<file path="src/rtl/ospc_pkg.sv">
// ospc_pkg: register map, field layout and shared types of the one-shot pulse control block
// assumes a single 40 MHz system clock and an 8-bit register port
package ospc_pkg;

	// ==========================================================
	// register map
	localparam int OSPC_ADDR_W = 3;
	localparam logic [2:0] OSPC_ADDR_CTRL = 3'h0;
	localparam logic [2:0] OSPC_ADDR_PRE_FIRST = 3'h1;
	localparam logic [2:0] OSPC_ADDR_PRE_SECOND = 3'h2;
	localparam logic [2:0] OSPC_ADDR_PRE_NINTH = 3'h3;
	localparam logic [2:0] OSPC_ADDR_WL_PRESET = 3'h4;
	localparam logic [2:0] OSPC_ADDR_STATUS = 3'h5;
	localparam logic [2:0] OSPC_ADDR_CNT_LOW = 3'h6;
	localparam logic [2:0] OSPC_ADDR_CNT_HIGH = 3'h7;

	// ==========================================================
	// field positions and reset values
	localparam int OSPC_NINTH_FIRST_BIT = 0;
	localparam int OSPC_NINTH_SECOND_BIT = 4;
	localparam int OSPC_STAT_ACTIVE_BIT = 0;
	localparam int OSPC_STAT_BLOCK_BIT = 1;
	localparam logic [7:0] OSPC_CTRL_RESET = 8'h00;
	localparam logic [7:0] OSPC_BYTE_ZERO = 8'h00;
	localparam logic [8:0] OSPC_CNT_LAST = 9'h1FF;
	localparam logic [7:0] OSPC_WL_LAST = 8'hFF;

	// ==========================================================
	// timing: width limit timer runs at half the system clock
	localparam int OSPC_WL_DIV_RATIO = 2;
	localparam logic OSPC_WL_DIV_LAST = 1'(OSPC_WL_DIV_RATIO - 1);

	// ==========================================================
	// types
	typedef struct packed {
		logic soft_trigger_bit;
		logic ext_restart_enable;
		logic comparator_stop_enable;
		logic reload_source_select;
		logic [1:0] rsvd;
		logic edge_count_select;
		logic comparator_reload_enable;
	} ospc_ctrl_t;

	typedef struct packed {
		logic wr_en;
		logic rd_en;
		logic [OSPC_ADDR_W-1:0] addr;
		logic [7:0] wdata;
	} ospc_bus_req_t;

	typedef enum logic [1:0] {
		ST_IDLE,
		ST_SYNC,
		ST_RUN
	} ospc_state_t;

endpackage

</file>
<file path="src/rtl/ospc_top.sv">
// ospc_top: control of a single-shot 9-bit pulse generator with width limiter
// assumes comparator outputs arrive already debounced but asynchronous to clk,
// and that the non-retrigger interval timer is ordinary logic on clk
//
// How it works
// a width limit timer starts with the pulse and halts on its overflow or when the pulse stops.
// width limit overflow ends the pulse exactly like any other stop.
// the limit lasts 256 minus the preset, counted at half the clock rate.
// an enabled external falling edge or a software write of 1 starts counting from the preload.
// software clear, second comparator fall, counter overflow or width limit stop the count.
// restart enable and comparator stop enable choose which sources may start and stop.
// with restart enable clear only software may start; the bit resets to zero.
// with reload enable set a first comparator fall switches reload to the second preload.
// a fixed option chooses a clock-synchronised start or a start on the trigger edge.
// a fixed option blocks triggers during the non-retrigger interval after a stop.
// software sets both preload bytes and their ninth bits before triggering.
// reload source bit picks the first preload at 0, the second at 1, resets to 0.
// edge count bit picks single or double external falling edge, resets to single.
// every stop reloads the counter, clears the software trigger bit and idles the output.
// a second comparator fall stops the pulse only while comparator stop enable is 1.
// triggers while running are ignored and leave the count alone.
// a second or third comparator fall clears restart enable, running or not.
`timescale 1ns/1ps
module ospc_top
	import ospc_pkg::*;
#(
	parameter bit SYNC_START = 1'b1,
	parameter bit NONRETRIG_EN = 1'b0,
	parameter bit ACTIVE_HIGH = 1'b1
) (
	input wire logic clk,
	input wire logic rst_n,
	input wire ospc_bus_req_t bus_req,
	output logic [7:0] rd_data,
	input wire logic external_trigger_input,
	input wire logic debounced_cmp_one,
	input wire logic debounced_cmp_two,
	input wire logic debounced_cmp_three,
	input wire logic nonretrig_busy,
	output logic pulse_out,
	output logic stop_pulse
);

	// ==========================================================
	// helpers
	function automatic logic fell(input logic prev, input logic cur);
		return prev & ~cur;
	endfunction

	function automatic logic [8:0] pick_preload(input logic sel, input logic [8:0] a,
		input logic [8:0] b);
		return sel ? b : a;
	endfunction

	// ==========================================================
	// reset release
	logic rst_meta_r;
	logic rst_sync_n;
	always_ff @(posedge clk or negedge rst_n) begin
		if (!rst_n) begin
			rst_meta_r <= 1'b0;
			rst_sync_n <= 1'b0;
		end else begin
			rst_meta_r <= 1'b1;
			rst_sync_n <= rst_meta_r;
		end
	end

	// ==========================================================
	// input synchronisers and edge history
	logic [3:0] pin_meta_r;
	logic [3:0] pin_sync_r;
	logic [3:0] pin_prev_r;
	always_ff @(posedge clk or negedge rst_sync_n) begin
		if (!rst_sync_n) begin
			pin_meta_r <= 4'hF;
			pin_sync_r <= 4'hF;
			pin_prev_r <= 4'hF;
		end else begin
			pin_meta_r <= {debounced_cmp_three, debounced_cmp_two, debounced_cmp_one,
				external_trigger_input};
			pin_sync_r <= pin_meta_r;
			pin_prev_r <= pin_sync_r;
		end
	end

	wire ext_fall = fell(pin_prev_r[0], pin_sync_r[0]);
	wire c1_fall = fell(pin_prev_r[1], pin_sync_r[1]);
	wire c2_fall = fell(pin_prev_r[2], pin_sync_r[2]);
	wire c3_fall = fell(pin_prev_r[3], pin_sync_r[3]);

	// ==========================================================
	// state
	ospc_ctrl_t ctrl_r;
	ospc_ctrl_t ctrl_nxt;
	ospc_state_t state_r;
	ospc_state_t state_nxt;
	logic [7:0] pre_first_r;
	logic [7:0] pre_second_r;
	logic pre_first_hi_r;
	logic pre_second_hi_r;
	logic [7:0] wl_preset_r;
	logic [8:0] count_r;
	logic [8:0] count_nxt;
	logic [7:0] wl_r;
	logic [7:0] wl_nxt;
	logic div_r;
	logic edge_half_r;
	logic edge_half_nxt;
	logic pulse_out_r;
	logic stop_pulse_r;
	logic [7:0] rd_data_r;

	// ==========================================================
	// bus decode
	wire wr_ctrl = bus_req.wr_en && (bus_req.addr == OSPC_ADDR_CTRL);
	wire ospc_ctrl_t wr_fields = ospc_ctrl_t'(bus_req.wdata);
	wire [8:0] pre_first = {pre_first_hi_r, pre_first_r};
	wire [8:0] pre_second = {pre_second_hi_r, pre_second_r};
	wire [8:0] preload = pick_preload(ctrl_r.reload_source_select, pre_first, pre_second);
	wire idle = (state_r == ST_IDLE);
	wire running = (state_r == ST_RUN);

	// ==========================================================
	// start decode
	// non-retrigger block
	wire blocked = NONRETRIG_EN && nonretrig_busy;
	// software start
	wire soft_set = wr_ctrl && wr_fields.soft_trigger_bit && !ctrl_r.soft_trigger_bit;
	// double edge needs the second fall
	wire ext_armed = !ctrl_r.edge_count_select || edge_half_r;
	// external start gated by restart enable
	wire ext_fire = ctrl_r.ext_restart_enable && ext_fall && ext_armed;
	// triggers only count while idle
	wire start_evt = idle && !blocked && (soft_set || ext_fire);

	// ==========================================================
	// stop decode
	wire cnt_ovf = running && (count_r == OSPC_CNT_LAST);
	// half-rate tick
	wire wl_tick = running && (div_r == OSPC_WL_DIV_LAST);
	// width limit overflow
	wire wl_ovf = wl_tick && (wl_r == OSPC_WL_LAST);
	// software clear
	wire soft_clr = wr_ctrl && !wr_fields.soft_trigger_bit && !idle;
	// comparator stop gate
	wire cmp_stop = ctrl_r.comparator_stop_enable && c2_fall && !idle;
	// stop sources
	wire stop_evt = cnt_ovf || wl_ovf || soft_clr || cmp_stop;

	// ==========================================================
	// sequencing
	always_comb begin
		state_nxt = state_r;
		case (state_r)
			ST_IDLE: begin
				// synchronised start adds one clock
				if (start_evt) begin
					state_nxt = SYNC_START ? ST_SYNC : ST_RUN;
				end
			end
			ST_SYNC: begin
				state_nxt = stop_evt ? ST_IDLE : ST_RUN;
			end
			default: begin
				if (stop_evt) begin
					state_nxt = ST_IDLE;
				end
			end
		endcase
	end

	always_comb begin
		count_nxt = count_r;
		// reload from the selected preload
		if (start_evt || stop_evt) begin
			count_nxt = preload;
		end else if (running) begin
			count_nxt = count_r + 9'h001;
		end
	end

	// limit timer runs only with the pulse
	always_comb begin
		wl_nxt = wl_r;
		if (start_evt) begin
			wl_nxt = wl_preset_r;
		end else if (wl_tick && !stop_evt) begin
			wl_nxt = wl_r + 8'h01;
		end
	end

	always_comb begin
		edge_half_nxt = edge_half_r;
		if (!idle || start_evt || !ctrl_r.edge_count_select) begin
			edge_half_nxt = 1'b0;
		end else if (ext_fall && ctrl_r.ext_restart_enable) begin
			edge_half_nxt = !edge_half_r;
		end
	end

	// ==========================================================
	// control register
	always_comb begin
		ctrl_nxt = ctrl_r;
		if (wr_ctrl) begin
			ctrl_nxt = wr_fields;
			ctrl_nxt.soft_trigger_bit = ctrl_r.soft_trigger_bit;
		end
		ctrl_nxt.rsvd = 2'h0;
		// comparator switches reload source, winning over a write
		if (c1_fall && ctrl_r.comparator_reload_enable) begin
			ctrl_nxt.reload_source_select = 1'b1;
		end
		// comparator fall drops restart enable
		if (c2_fall || c3_fall) begin
			ctrl_nxt.ext_restart_enable = 1'b0;
		end
		// stop clears the software trigger bit
		if (stop_evt) begin
			ctrl_nxt.soft_trigger_bit = 1'b0;
		end else if (start_evt) begin
			ctrl_nxt.soft_trigger_bit = 1'b1;
		end
	end

	always_ff @(posedge clk or negedge rst_sync_n) begin
		if (!rst_sync_n) begin
			ctrl_r <= ospc_ctrl_t'(OSPC_CTRL_RESET);
			state_r <= ST_IDLE;
			count_r <= 9'h000;
			wl_r <= OSPC_BYTE_ZERO;
			div_r <= 1'b0;
			edge_half_r <= 1'b0;
		end else begin
			ctrl_r <= ctrl_nxt;
			state_r <= state_nxt;
			count_r <= count_nxt;
			wl_r <= wl_nxt;
			div_r <= running ? !div_r : 1'b0;
			edge_half_r <= edge_half_nxt;
		end
	end

	// preload and limit registers have no documented reset; zero is used
	always_ff @(posedge clk or negedge rst_sync_n) begin
		if (!rst_sync_n) begin
			pre_first_r <= OSPC_BYTE_ZERO;
			pre_second_r <= OSPC_BYTE_ZERO;
			pre_first_hi_r <= 1'b0;
			pre_second_hi_r <= 1'b0;
			wl_preset_r <= OSPC_BYTE_ZERO;
		end else if (bus_req.wr_en) begin
			if (bus_req.addr == OSPC_ADDR_PRE_FIRST) begin
				pre_first_r <= bus_req.wdata;
			end else if (bus_req.addr == OSPC_ADDR_PRE_SECOND) begin
				pre_second_r <= bus_req.wdata;
			end else if (bus_req.addr == OSPC_ADDR_PRE_NINTH) begin
				pre_first_hi_r <= bus_req.wdata[OSPC_NINTH_FIRST_BIT];
				pre_second_hi_r <= bus_req.wdata[OSPC_NINTH_SECOND_BIT];
			end else if (bus_req.addr == OSPC_ADDR_WL_PRESET) begin
				wl_preset_r <= bus_req.wdata;
			end
		end
	end

	// ==========================================================
	// read mux: unmapped bits read zero
	logic [7:0] rd_mux;
	always_comb begin
		rd_mux = OSPC_BYTE_ZERO;
		if (bus_req.addr == OSPC_ADDR_CTRL) begin
			rd_mux = ctrl_r;
		end else if (bus_req.addr == OSPC_ADDR_PRE_FIRST) begin
			rd_mux = pre_first_r;
		end else if (bus_req.addr == OSPC_ADDR_PRE_SECOND) begin
			rd_mux = pre_second_r;
		end else if (bus_req.addr == OSPC_ADDR_PRE_NINTH) begin
			rd_mux[OSPC_NINTH_FIRST_BIT] = pre_first_hi_r;
			rd_mux[OSPC_NINTH_SECOND_BIT] = pre_second_hi_r;
		end else if (bus_req.addr == OSPC_ADDR_WL_PRESET) begin
			rd_mux = wl_preset_r;
		end else if (bus_req.addr == OSPC_ADDR_STATUS) begin
			rd_mux[OSPC_STAT_ACTIVE_BIT] = !idle;
			rd_mux[OSPC_STAT_BLOCK_BIT] = blocked;
		end else if (bus_req.addr == OSPC_ADDR_CNT_LOW) begin
			rd_mux = count_r[7:0];
		end else begin
			rd_mux[0] = count_r[8];
		end
	end

	// ==========================================================
	// outputs from flops
	always_ff @(posedge clk or negedge rst_sync_n) begin
		if (!rst_sync_n) begin
			rd_data_r <= OSPC_BYTE_ZERO;
			pulse_out_r <= !ACTIVE_HIGH;
			stop_pulse_r <= 1'b0;
		end else begin
			rd_data_r <= bus_req.rd_en ? rd_mux : OSPC_BYTE_ZERO;
			pulse_out_r <= (state_nxt == ST_RUN) ~^ ACTIVE_HIGH;
			stop_pulse_r <= stop_evt;
		end
	end

	assign rd_data = rd_data_r;
	assign pulse_out = pulse_out_r;
	assign stop_pulse = stop_pulse_r;

	// ==========================================================
	// checks
	property p_cnt_ovf_stop;
		@(posedge clk) disable iff (!rst_sync_n)
		(running && count_r == OSPC_CNT_LAST) |=> (state_r == ST_IDLE) && (count_r == $past(preload));
	endproperty
	a_cnt_ovf_stop: assert property (p_cnt_ovf_stop) else $error("overflow did not stop and reload");
	property p_wl_stop;
		@(posedge clk) disable iff (!rst_sync_n)
		(running && div_r && wl_r == OSPC_WL_LAST) |=> state_r == ST_IDLE;
	endproperty
	a_wl_stop: assert property (p_wl_stop) else $error("width limit did not stop pulse");
	property p_wl_rate;
		@(posedge clk) disable iff (!rst_sync_n)
		(running && !stop_evt && !start_evt) |=> (wl_r == $past(wl_r) + 8'(div_r ^ 1'b1) - 8'h00)
			|| ($past(div_r) && wl_r == $past(wl_r) + 8'h01);
	endproperty
	a_wl_rate: assert property (p_wl_rate) else $error("limit timer advanced at wrong rate");
	property p_soft_start;
		@(posedge clk) disable iff (!rst_sync_n)
		(idle && soft_set && !blocked) |=> !idle && ctrl_r.soft_trigger_bit ##1 (running || $past(stop_evt));
	endproperty
	a_soft_start: assert property (p_soft_start) else $error("software start not taken");
	property p_ext_gate;
		@(posedge clk) disable iff (!rst_sync_n)
		(idle && !ctrl_r.ext_restart_enable && !soft_set) |=> state_r == ST_IDLE;
	endproperty
	a_ext_gate: assert property (p_ext_gate) else $error("start without restart enable");
	property p_reload_sel;
		@(posedge clk) disable iff (!rst_sync_n)
		(c1_fall && ctrl_r.comparator_reload_enable) |=> ctrl_r.reload_source_select;
	endproperty
	a_reload_sel: assert property (p_reload_sel) else $error("reload source not switched");
	property p_stop_effects;
		@(posedge clk) disable iff (!rst_sync_n)
		(!idle && stop_evt) |=> !ctrl_r.soft_trigger_bit && (pulse_out == !ACTIVE_HIGH) && idle;
	endproperty
	a_stop_effects: assert property (p_stop_effects) else $error("stop left pulse active");
	property p_cmp_gate;
		@(posedge clk) disable iff (!rst_sync_n)
		(running && c2_fall && !ctrl_r.comparator_stop_enable && !cnt_ovf && !wl_ovf && !soft_clr)
			|=> running;
	endproperty
	a_cmp_gate: assert property (p_cmp_gate) else $error("comparator stopped while disabled");

	property p_run_ignore;
		@(posedge clk) disable iff (!rst_sync_n)
		(running && !stop_evt) |=> count_r == $past(count_r) + 9'h001;
	endproperty
	a_run_ignore: assert property (p_run_ignore) else $error("count disturbed while running");

	property p_restart_clr;
		@(posedge clk) disable iff (!rst_sync_n)
		(c2_fall || c3_fall) |=> !ctrl_r.ext_restart_enable;
	endproperty
	a_restart_clr: assert property (p_restart_clr) else $error("restart enable not cleared");

endmodule // ospc_top

</file>
<file path="config.mk">
export PLATFORM = sky130hd
export DESIGN_NAME = ospc_top
export DESIGN_NICKNAME = d
export VERILOG_FILES = /design/src/rtl/ospc_pkg.sv /design/src/rtl/ospc_top.sv
export SDC_FILE = /design/constraint.sdc
export NUM_CORES = 1
export LEC_CHECK = 0
export BUFFER_PORTS_ARGS = -buffer_cell sky130_fd_sc_hd__buf_4
export CAP_MARGIN = 20
export CORE_MARGIN = 8
export CORE_UTILIZATION = 50
export DETAILED_ROUTE_END_ITERATION = 10
export PLACE_DENSITY = 0.76
export SETUP_SLACK_MARGIN = 0.05
export SLEW_MARGIN = 20
export SYNTH_ARGS = -nofsm -noshare
export SYNTH_HDL_FRONTEND = slang
export SYNTH_SLANG_ARGS = --single-unit
</file>
<file path="constraint.sdc">
create_clock -name clk -period 3.1 [get_ports clk]
set_clock_uncertainty 0.05 [all_clocks]
set_input_delay 0.31 -clock clk [delete_from_list [all_inputs] [get_ports clk]]
set_output_delay 0.31 -clock clk [all_outputs]
set_load 0.01 [all_outputs]
</file>
==> results.ini, run 1 <==
[timing]
rsz0062_at_grt = false
finalHoldViolations = 0
finalSetupTns_ns = 0
period_share_pct = 73.7
final.setup.worst_slack_ns = 0.814
max_clock_freq_mhz = 437
fin_crit_ns = 2.29
worst_pin_slew_ns = 0.945
setup_viol_count_final = 0
maxSlewViolCount = 0
max_slew_margin_pct = 37.0

[synth]
ys_ff_latch = 77
postSynth.asyncResetShare_pct = 100
synth_edf_count = 0
yosysUniqueCellTypes = 45
ys_seq_area_share_pct = 53.5
synthesis.area_um2 = 3630
yosys.area.top_type_share_pct = 44.8
synth_area_leader_cell = dfrtp_1
yosys_warnings = 0
synth_area_leaders = dfrtp_1 (45%), mux2_2 (9.6%), dfstp_2 (8.7%), mux2i_1 (7.7%), xnor2_1 (2.4%)
syn_nets = 327
postSynthCellCount = 304
ys.flop_type = dfrtp_1
syn_area_per_cell_um2 = 11.9

[power_and_ir_drop]
internal-power_mw = 2.05
clockPowerShare_pct = 26.0
combPwrFrac_pct = 23.8
netSwitchingFraction_pct = 31.6
ir_drop_mv = 0.373
p_leak_nw = 1.87
net-switching-power_mw = 0.946
power_density_nw_per_um2 = 721
pwr-share-seq_pct = 50.2

[final_layout]
area_growth_pct = 14.4
drive_gt1_share_pct = 29.9
filler_cell_count = 627
regArea_um2 = 1950
multi_input_area_um2 = 1580
final_cells = 440
fin_util_pct = 58.2
final_nets = 359
antenna-diode-count = 0

[grt]
grt_max_degree = 76
grt_pass1_wl_um = 12600
grt_pass1_vias = 2483
gr-total-overflow = 0
antenna_found_initial = 0
grt_usage_pct = 16.0

[critical_path]
crit_slowest_cell = nor2b_1
critPathTopFamily = simple AND/OR/NAND/NOR gates
path_buf_inv = 0
crit_chain = nor2b_1 > and4_1 > a211o_4 > nor2b_4 > mux2i_1
reg2reg_from = state_r[1]
path_class = reg -> reg
reg2regPathDepth = 5
r2r-end = count_r[4]
startpoint_type = flip-flop
cp.arrival_ns = 2.46
worst_ep_required_time_ns = 3.28
r2r_setup_slack_ns = 0.81
crit_fanout = 10
cp_slowest_stage_delay_ns = 0.71
end_kind = flip-flop

[clock_network]
clk_pin_slew_ns = 0.08
cts.sinks = 77
cts_tree = built
cts_inserted_buffers = 9
cts-root-buf = clkbuf_8
clk_path_buf_depth = 2
cts_resized = 0
postCtsSetupBuffers = 0
cts_max_level = 3
clock_latency_ns = 0.36

[drt]
drt-total-wl_um = 7430
wl_per_cell_um = 16.9
via_per_inst = 5.35
drt_iter0_drc = 112
dr.pass1.iters = 4
vias = 2356
drc = 0
ant_nets = 0

[placed_design]
portBuffers = 28
dpl.hpwl_um = 4900
dp.cells = 419
finalWeightedCongestion = 0.812
dp_slack_ns = 0.773

[outcome]
status = completed

[floorplan]
die_w_um = 101
die_height_um = 101
rows = 31
ios = 30
core_um2 = 7140
initial_core_util_pct = 50.9
die-area_um2 = 10200

[hold_path]
whs_endpoint = wl_preset_r[2]
hold_depth = 2
hold_path_class = in -> reg
worstHoldStart = bus_req[2]

[flow_run]
drv_cap = 0

placed cells by master, fill, tap and decap left out, types with 6 or more instances in the layout:
master,count
nand2_1,17
xnor2_1,10
dfrtp_1,64
buf_4,31
mux2i_1,28
dfstp_2,12
mux2_2,31
a21oi_1,16
nor3_1,6
xor2_1,6
nor2_1,23
o21ai_0,11
clkbuf_8,10
cell usage after synthesis (6+ instances only):
| master | n |
|---|---|
| a21oi_1 | 16 |
| dfrtp_1 | 65 |
| dfstp_2 | 12 |
| mux2_2 | 31 |
| mux2i_1 | 28 |
| nand2_1 | 17 |
| nor2_1 | 23 |
| nor3_1 | 6 |
| o21ai_0 | 11 |
| xnor2_1 | 10 |
| xor2_1 | 6 |
worst max path at each step:
stage | start | end | depth (start not counted)
after floorplan | rst_sync_n | count_r[0] | 0
after global placement | state_r[1] | count_r[4] | 5
after detailed placement | state_r[1] | count_r[4] | 5
after CTS | state_r[1] | count_r[2] | 5
after global routing | state_r[1] | count_r[0] | 5
final | state_r[1] | count_r[4] | 5
layout make-up:
| type | count | share of cell area (%) |
|---|---|---|
| Sequential cell | 77 | 46.8 |
| Multi-Input combinational cell | 207 | 38.1 |
| Timing Repair Buffer | 36 | 6.81 |
| Clock buffer | 11 | 3.40 |
| Tap cell | 99 | 2.98 |
| Clock inverter | 5 | 1.45 |
| Inverter | 5 | 0.452 |
power groups by stage:
stage                     sequential (mW)  clock [mW]  combinational, mW
after floorplan                      1.46           0              0.575
after global placement               1.51           0              0.689
after detailed placement             1.52           0              0.711
after CTS                            1.50       0.800              0.722
after global routing                 1.54       0.839              0.803
final                                1.50       0.779              0.713
registers in the layout (all words and copies together), names as in the netlist, 2 cells and up:
name,count
rd_data,8
pin_sync_r,4
pre_second_r,8
wl_r,8
pre_first_r,8
pin_meta_r,4
pin_prev_r,4
ctrl_r,6
wl_preset_r,8
count_r,9
state_r,2
kinds of logic (layout without fill, tap and decap cells):
kind of cell | count (synthesis) | after routing | synth area share, %
and+or+nand+nor | 86 | 86 | 13.7
DFF | 77 | 77 | 53.5
muxes | 59 | 59 | 17.3
AOI/OAI and AO/OA | 42 | 42 | 7.51
buffers and inverters | 20 | 57 | 2.93
xor gates and xnor gates | 16 | 16 | 3.86
adders and majority gates | 3 | 3 | 1.03
other | 1 | 1 | 0.103
stage by stage:
stage	power [mW]	instance area, um^2	hold WS (ns)
2_1_floorplan	2.03	3630	-0.0356
3_3_place_gp	2.20	3900	0.0419
3_5_place_dp	2.23	3900	0.0432
4_1_cts	3.03	4160	0.152
5_1_grt	3.19	4160	0.154
6_report	3.00	4160	0.163
layer usage:
| metal | part of all wire, % | global-route usage, % | wire [um] |
|---|---|---|---|
| met1 | 45 | 20.1 | 3360 |
| met2 | 48 | 26.1 | 3590 |
| met3 | 5.1 | 3.85 | 378 |
| met4 | 1.5 | 6.19 | 110 |
| met5 | 0 | 0 | 0 |
what timing repair did:
action | in CTS | in global routing
setup endpoints to repair | 0 | 0
hold buffers | 5 | 0
hold endpoints to repair | 6 | 0
(Power assumes the default switching activity.)
==> inputs of run 2 (changes only) <==
Settings changed: PLACE_DENSITY 0.76 to 0.78.
Clock period 3.1 ns to 2 ns, I/O delays scaled along.
==> results.ini, run 2 (synthesis results as in run 1) <==
[outcome]
status = completed

[final_layout]
filler_cell_count = 590
top_register = count_r
mostFrequentLayoutCells = dfrtp_1 (64), buf_4 (52), mux2_2 (31)
drive_gt1_share_pct = 37.4
area_growth_pct = 21.2
layout_commonest_cell = dfrtp_1
largest_reg_flops = 9
final_nets = 382
regArea_um2 = 1940
multi_input_area_um2 = 1640
antenna-diode-count = 0

[timing]
final.setup.worst_slack_ns = 0.0426
rsz0062_at_grt = true
worst_pin_slew_ns = 0.588
finalHoldViolations = 0
maxSlewViolCount = 0
fin_crit_ns = 1.96
period_share_pct = 97.9
max_clock_freq_mhz = 511
setup_viol_count_final = 0
max_slew_margin_pct = 60.8

[critical_path]
crit_end = wl_r[1]
cp.arrival_ns = 2.14
r2r_setup_slack_ns = 0.04
cp_slowest_stage_delay_ns = 0.41
cp_common_cell = ha_2
r2r-end = wl_r[1]
startpoint_type = flip-flop
reg2regPathDepth = 8
end_kind = flip-flop
path_class = reg -> reg
crit_slowest_cell = dfrtp_1
crit_chain = ha_2 > nand2_1 > nor2_1 > ha_2 > and4bb_4 > nor3b_4 > mux2i_1 > a21oi_1
reg2reg_from = count_r[1]
startpoint = count_r[1]
worst_ep_required_time_ns = 2.18
crit_fanout = 6

[hold_path]
hold_path_class = in -> reg
worstHoldStart = bus_req[2]

[drt]
drt-total-wl_um = 7710
ant_nets = 0
drc = 0
wl_per_cell_um = 16.7
drt_iter0_drc = 116
dr.pass1.iters = 5
via_per_inst = 5.35
vias = 2475

[grt]
grt_usage_pct = 16.5
grt_pass1_vias = 2554
grt_pass1_wl_um = 12900
grt_max_degree = 61
gr-total-overflow = 0
antenna_found_initial = 0

[floorplan]
core_um2 = 7140
ios = 30
die_height_um = 101
rows = 31
die-area_um2 = 10200
die_w_um = 101
initial_core_util_pct = 50.9

[clock_network]
cts_tree = built
cts_max_level = 3
clk_pin_slew_ns = 0.08
clk_path_buf_depth = 2
cts_inserted_buffers = 9
cts-root-buf = clkbuf_8
cts.sinks = 77
clock_latency_ns = 0.35

[placed_design]
finalWeightedCongestion = 0.833
dp_slack_ns = -0.0779
portBuffers = 28
dpl.hpwl_um = 5280

[power_and_ir_drop]
p_leak_nw = 2.00
totalPowerFinal_mw = 4.85
ir_drop_mv = 0.609
power_density_nw_per_um2 = 1100

[flow_run]
drv_cap = 0

-- run 2: cell count changes in the layout (fill, tap and decap cells not counted), sizes merged --
cell / previous run / this run
clkinv: 2 / 5
inv: 6 / 5
buf: 31 / 54
clkbuf: 11 / 9
-- run 2: what timing repair did --
item | 4_1_cts | 5_1_grt
resized for setup | 3 | 6
endpoints found under the setup margin | 8 | 17
pin swaps | 5 | 5
endpoints found under the hold margin | 6 | 0
setup buffers | 2 | 2
gates cloned | 0 | 0
hold buffers | 5 | 0
-- run 2: worst min path at each step --
stage / end / slack, ns / cells after the start
global placement: rst_meta_r / -0.07 / 1
global route: pre_first_r[3] / 0.05 / 2
finish: pre_first_r[2] / 0.06 / 2
detailed placement: rst_meta_r / -0.07 / 1
floorplan: rst_meta_r / -0.15 / 0
CTS: pre_first_r[2] / 0.05 / 2
-- run 2: per-stage QoR --
step | hold WS, ns | instances | util, % | setup TNS, ns | instance area [um^2]
after global placement | -0.0667 | 438 | 57.2 | -0.0347 | 4080
after floorplan | -0.146 | 304 | - | 0 | 3640
after CTS | 0.0466 | 461 | 61.0 | -0.00200 | 4360
final | 0.0558 | 463 | 61.7 | 0 | 4400
after global routing | 0.0504 | 463 | 61.7 | -0.150 | 4400
after detailed placement | -0.0663 | 438 | 57.2 | -0.133 | 4080
-- run 2: power breakdown --
group | leakage (nW) | switching [mW] | internal, mW
combinational | 0.985 | 0.620 | 0.799
sequential | 0.920 | 0.341 | 1.95
clock | 0.0987 | 0.569 | 0.569
-- run 2: routing by layer --
metal | part of all wire, % | track usage, % | vias up
met5 | 0 | 0 | -
met4 | 1.6 | 7.56 | 0
met3 | 4.0 | 3.23 | 10
met2 | 49 | 25.8 | 50
met1 | 45 | 21.5 | 1228
li1 | - | - | 1187
-- run 2: final cells by class --
type | count | area share, %
Sequential cell | 77 | 44.2
Inverter | 5 | 0.426
Timing Repair Buffer | 59 | 10.9
Clock buffer | 9 | 2.81
Multi-Input combinational cell | 207 | 37.4
Tap cell | 99 | 2.81
Clock inverter | 7 | 1.51
-- run 2: worst max-delay path, delay by kind of cell, from the launching register on --
family                   cells  cell delay, ns
flip-flops                   1            0.41
multiplexers                 1            0.23
AND/OR/NAND/NOR              4            0.72
AO/OA/AOI/OAI                1            0.09
adder cells (fa/ha/maj)      2            0.36
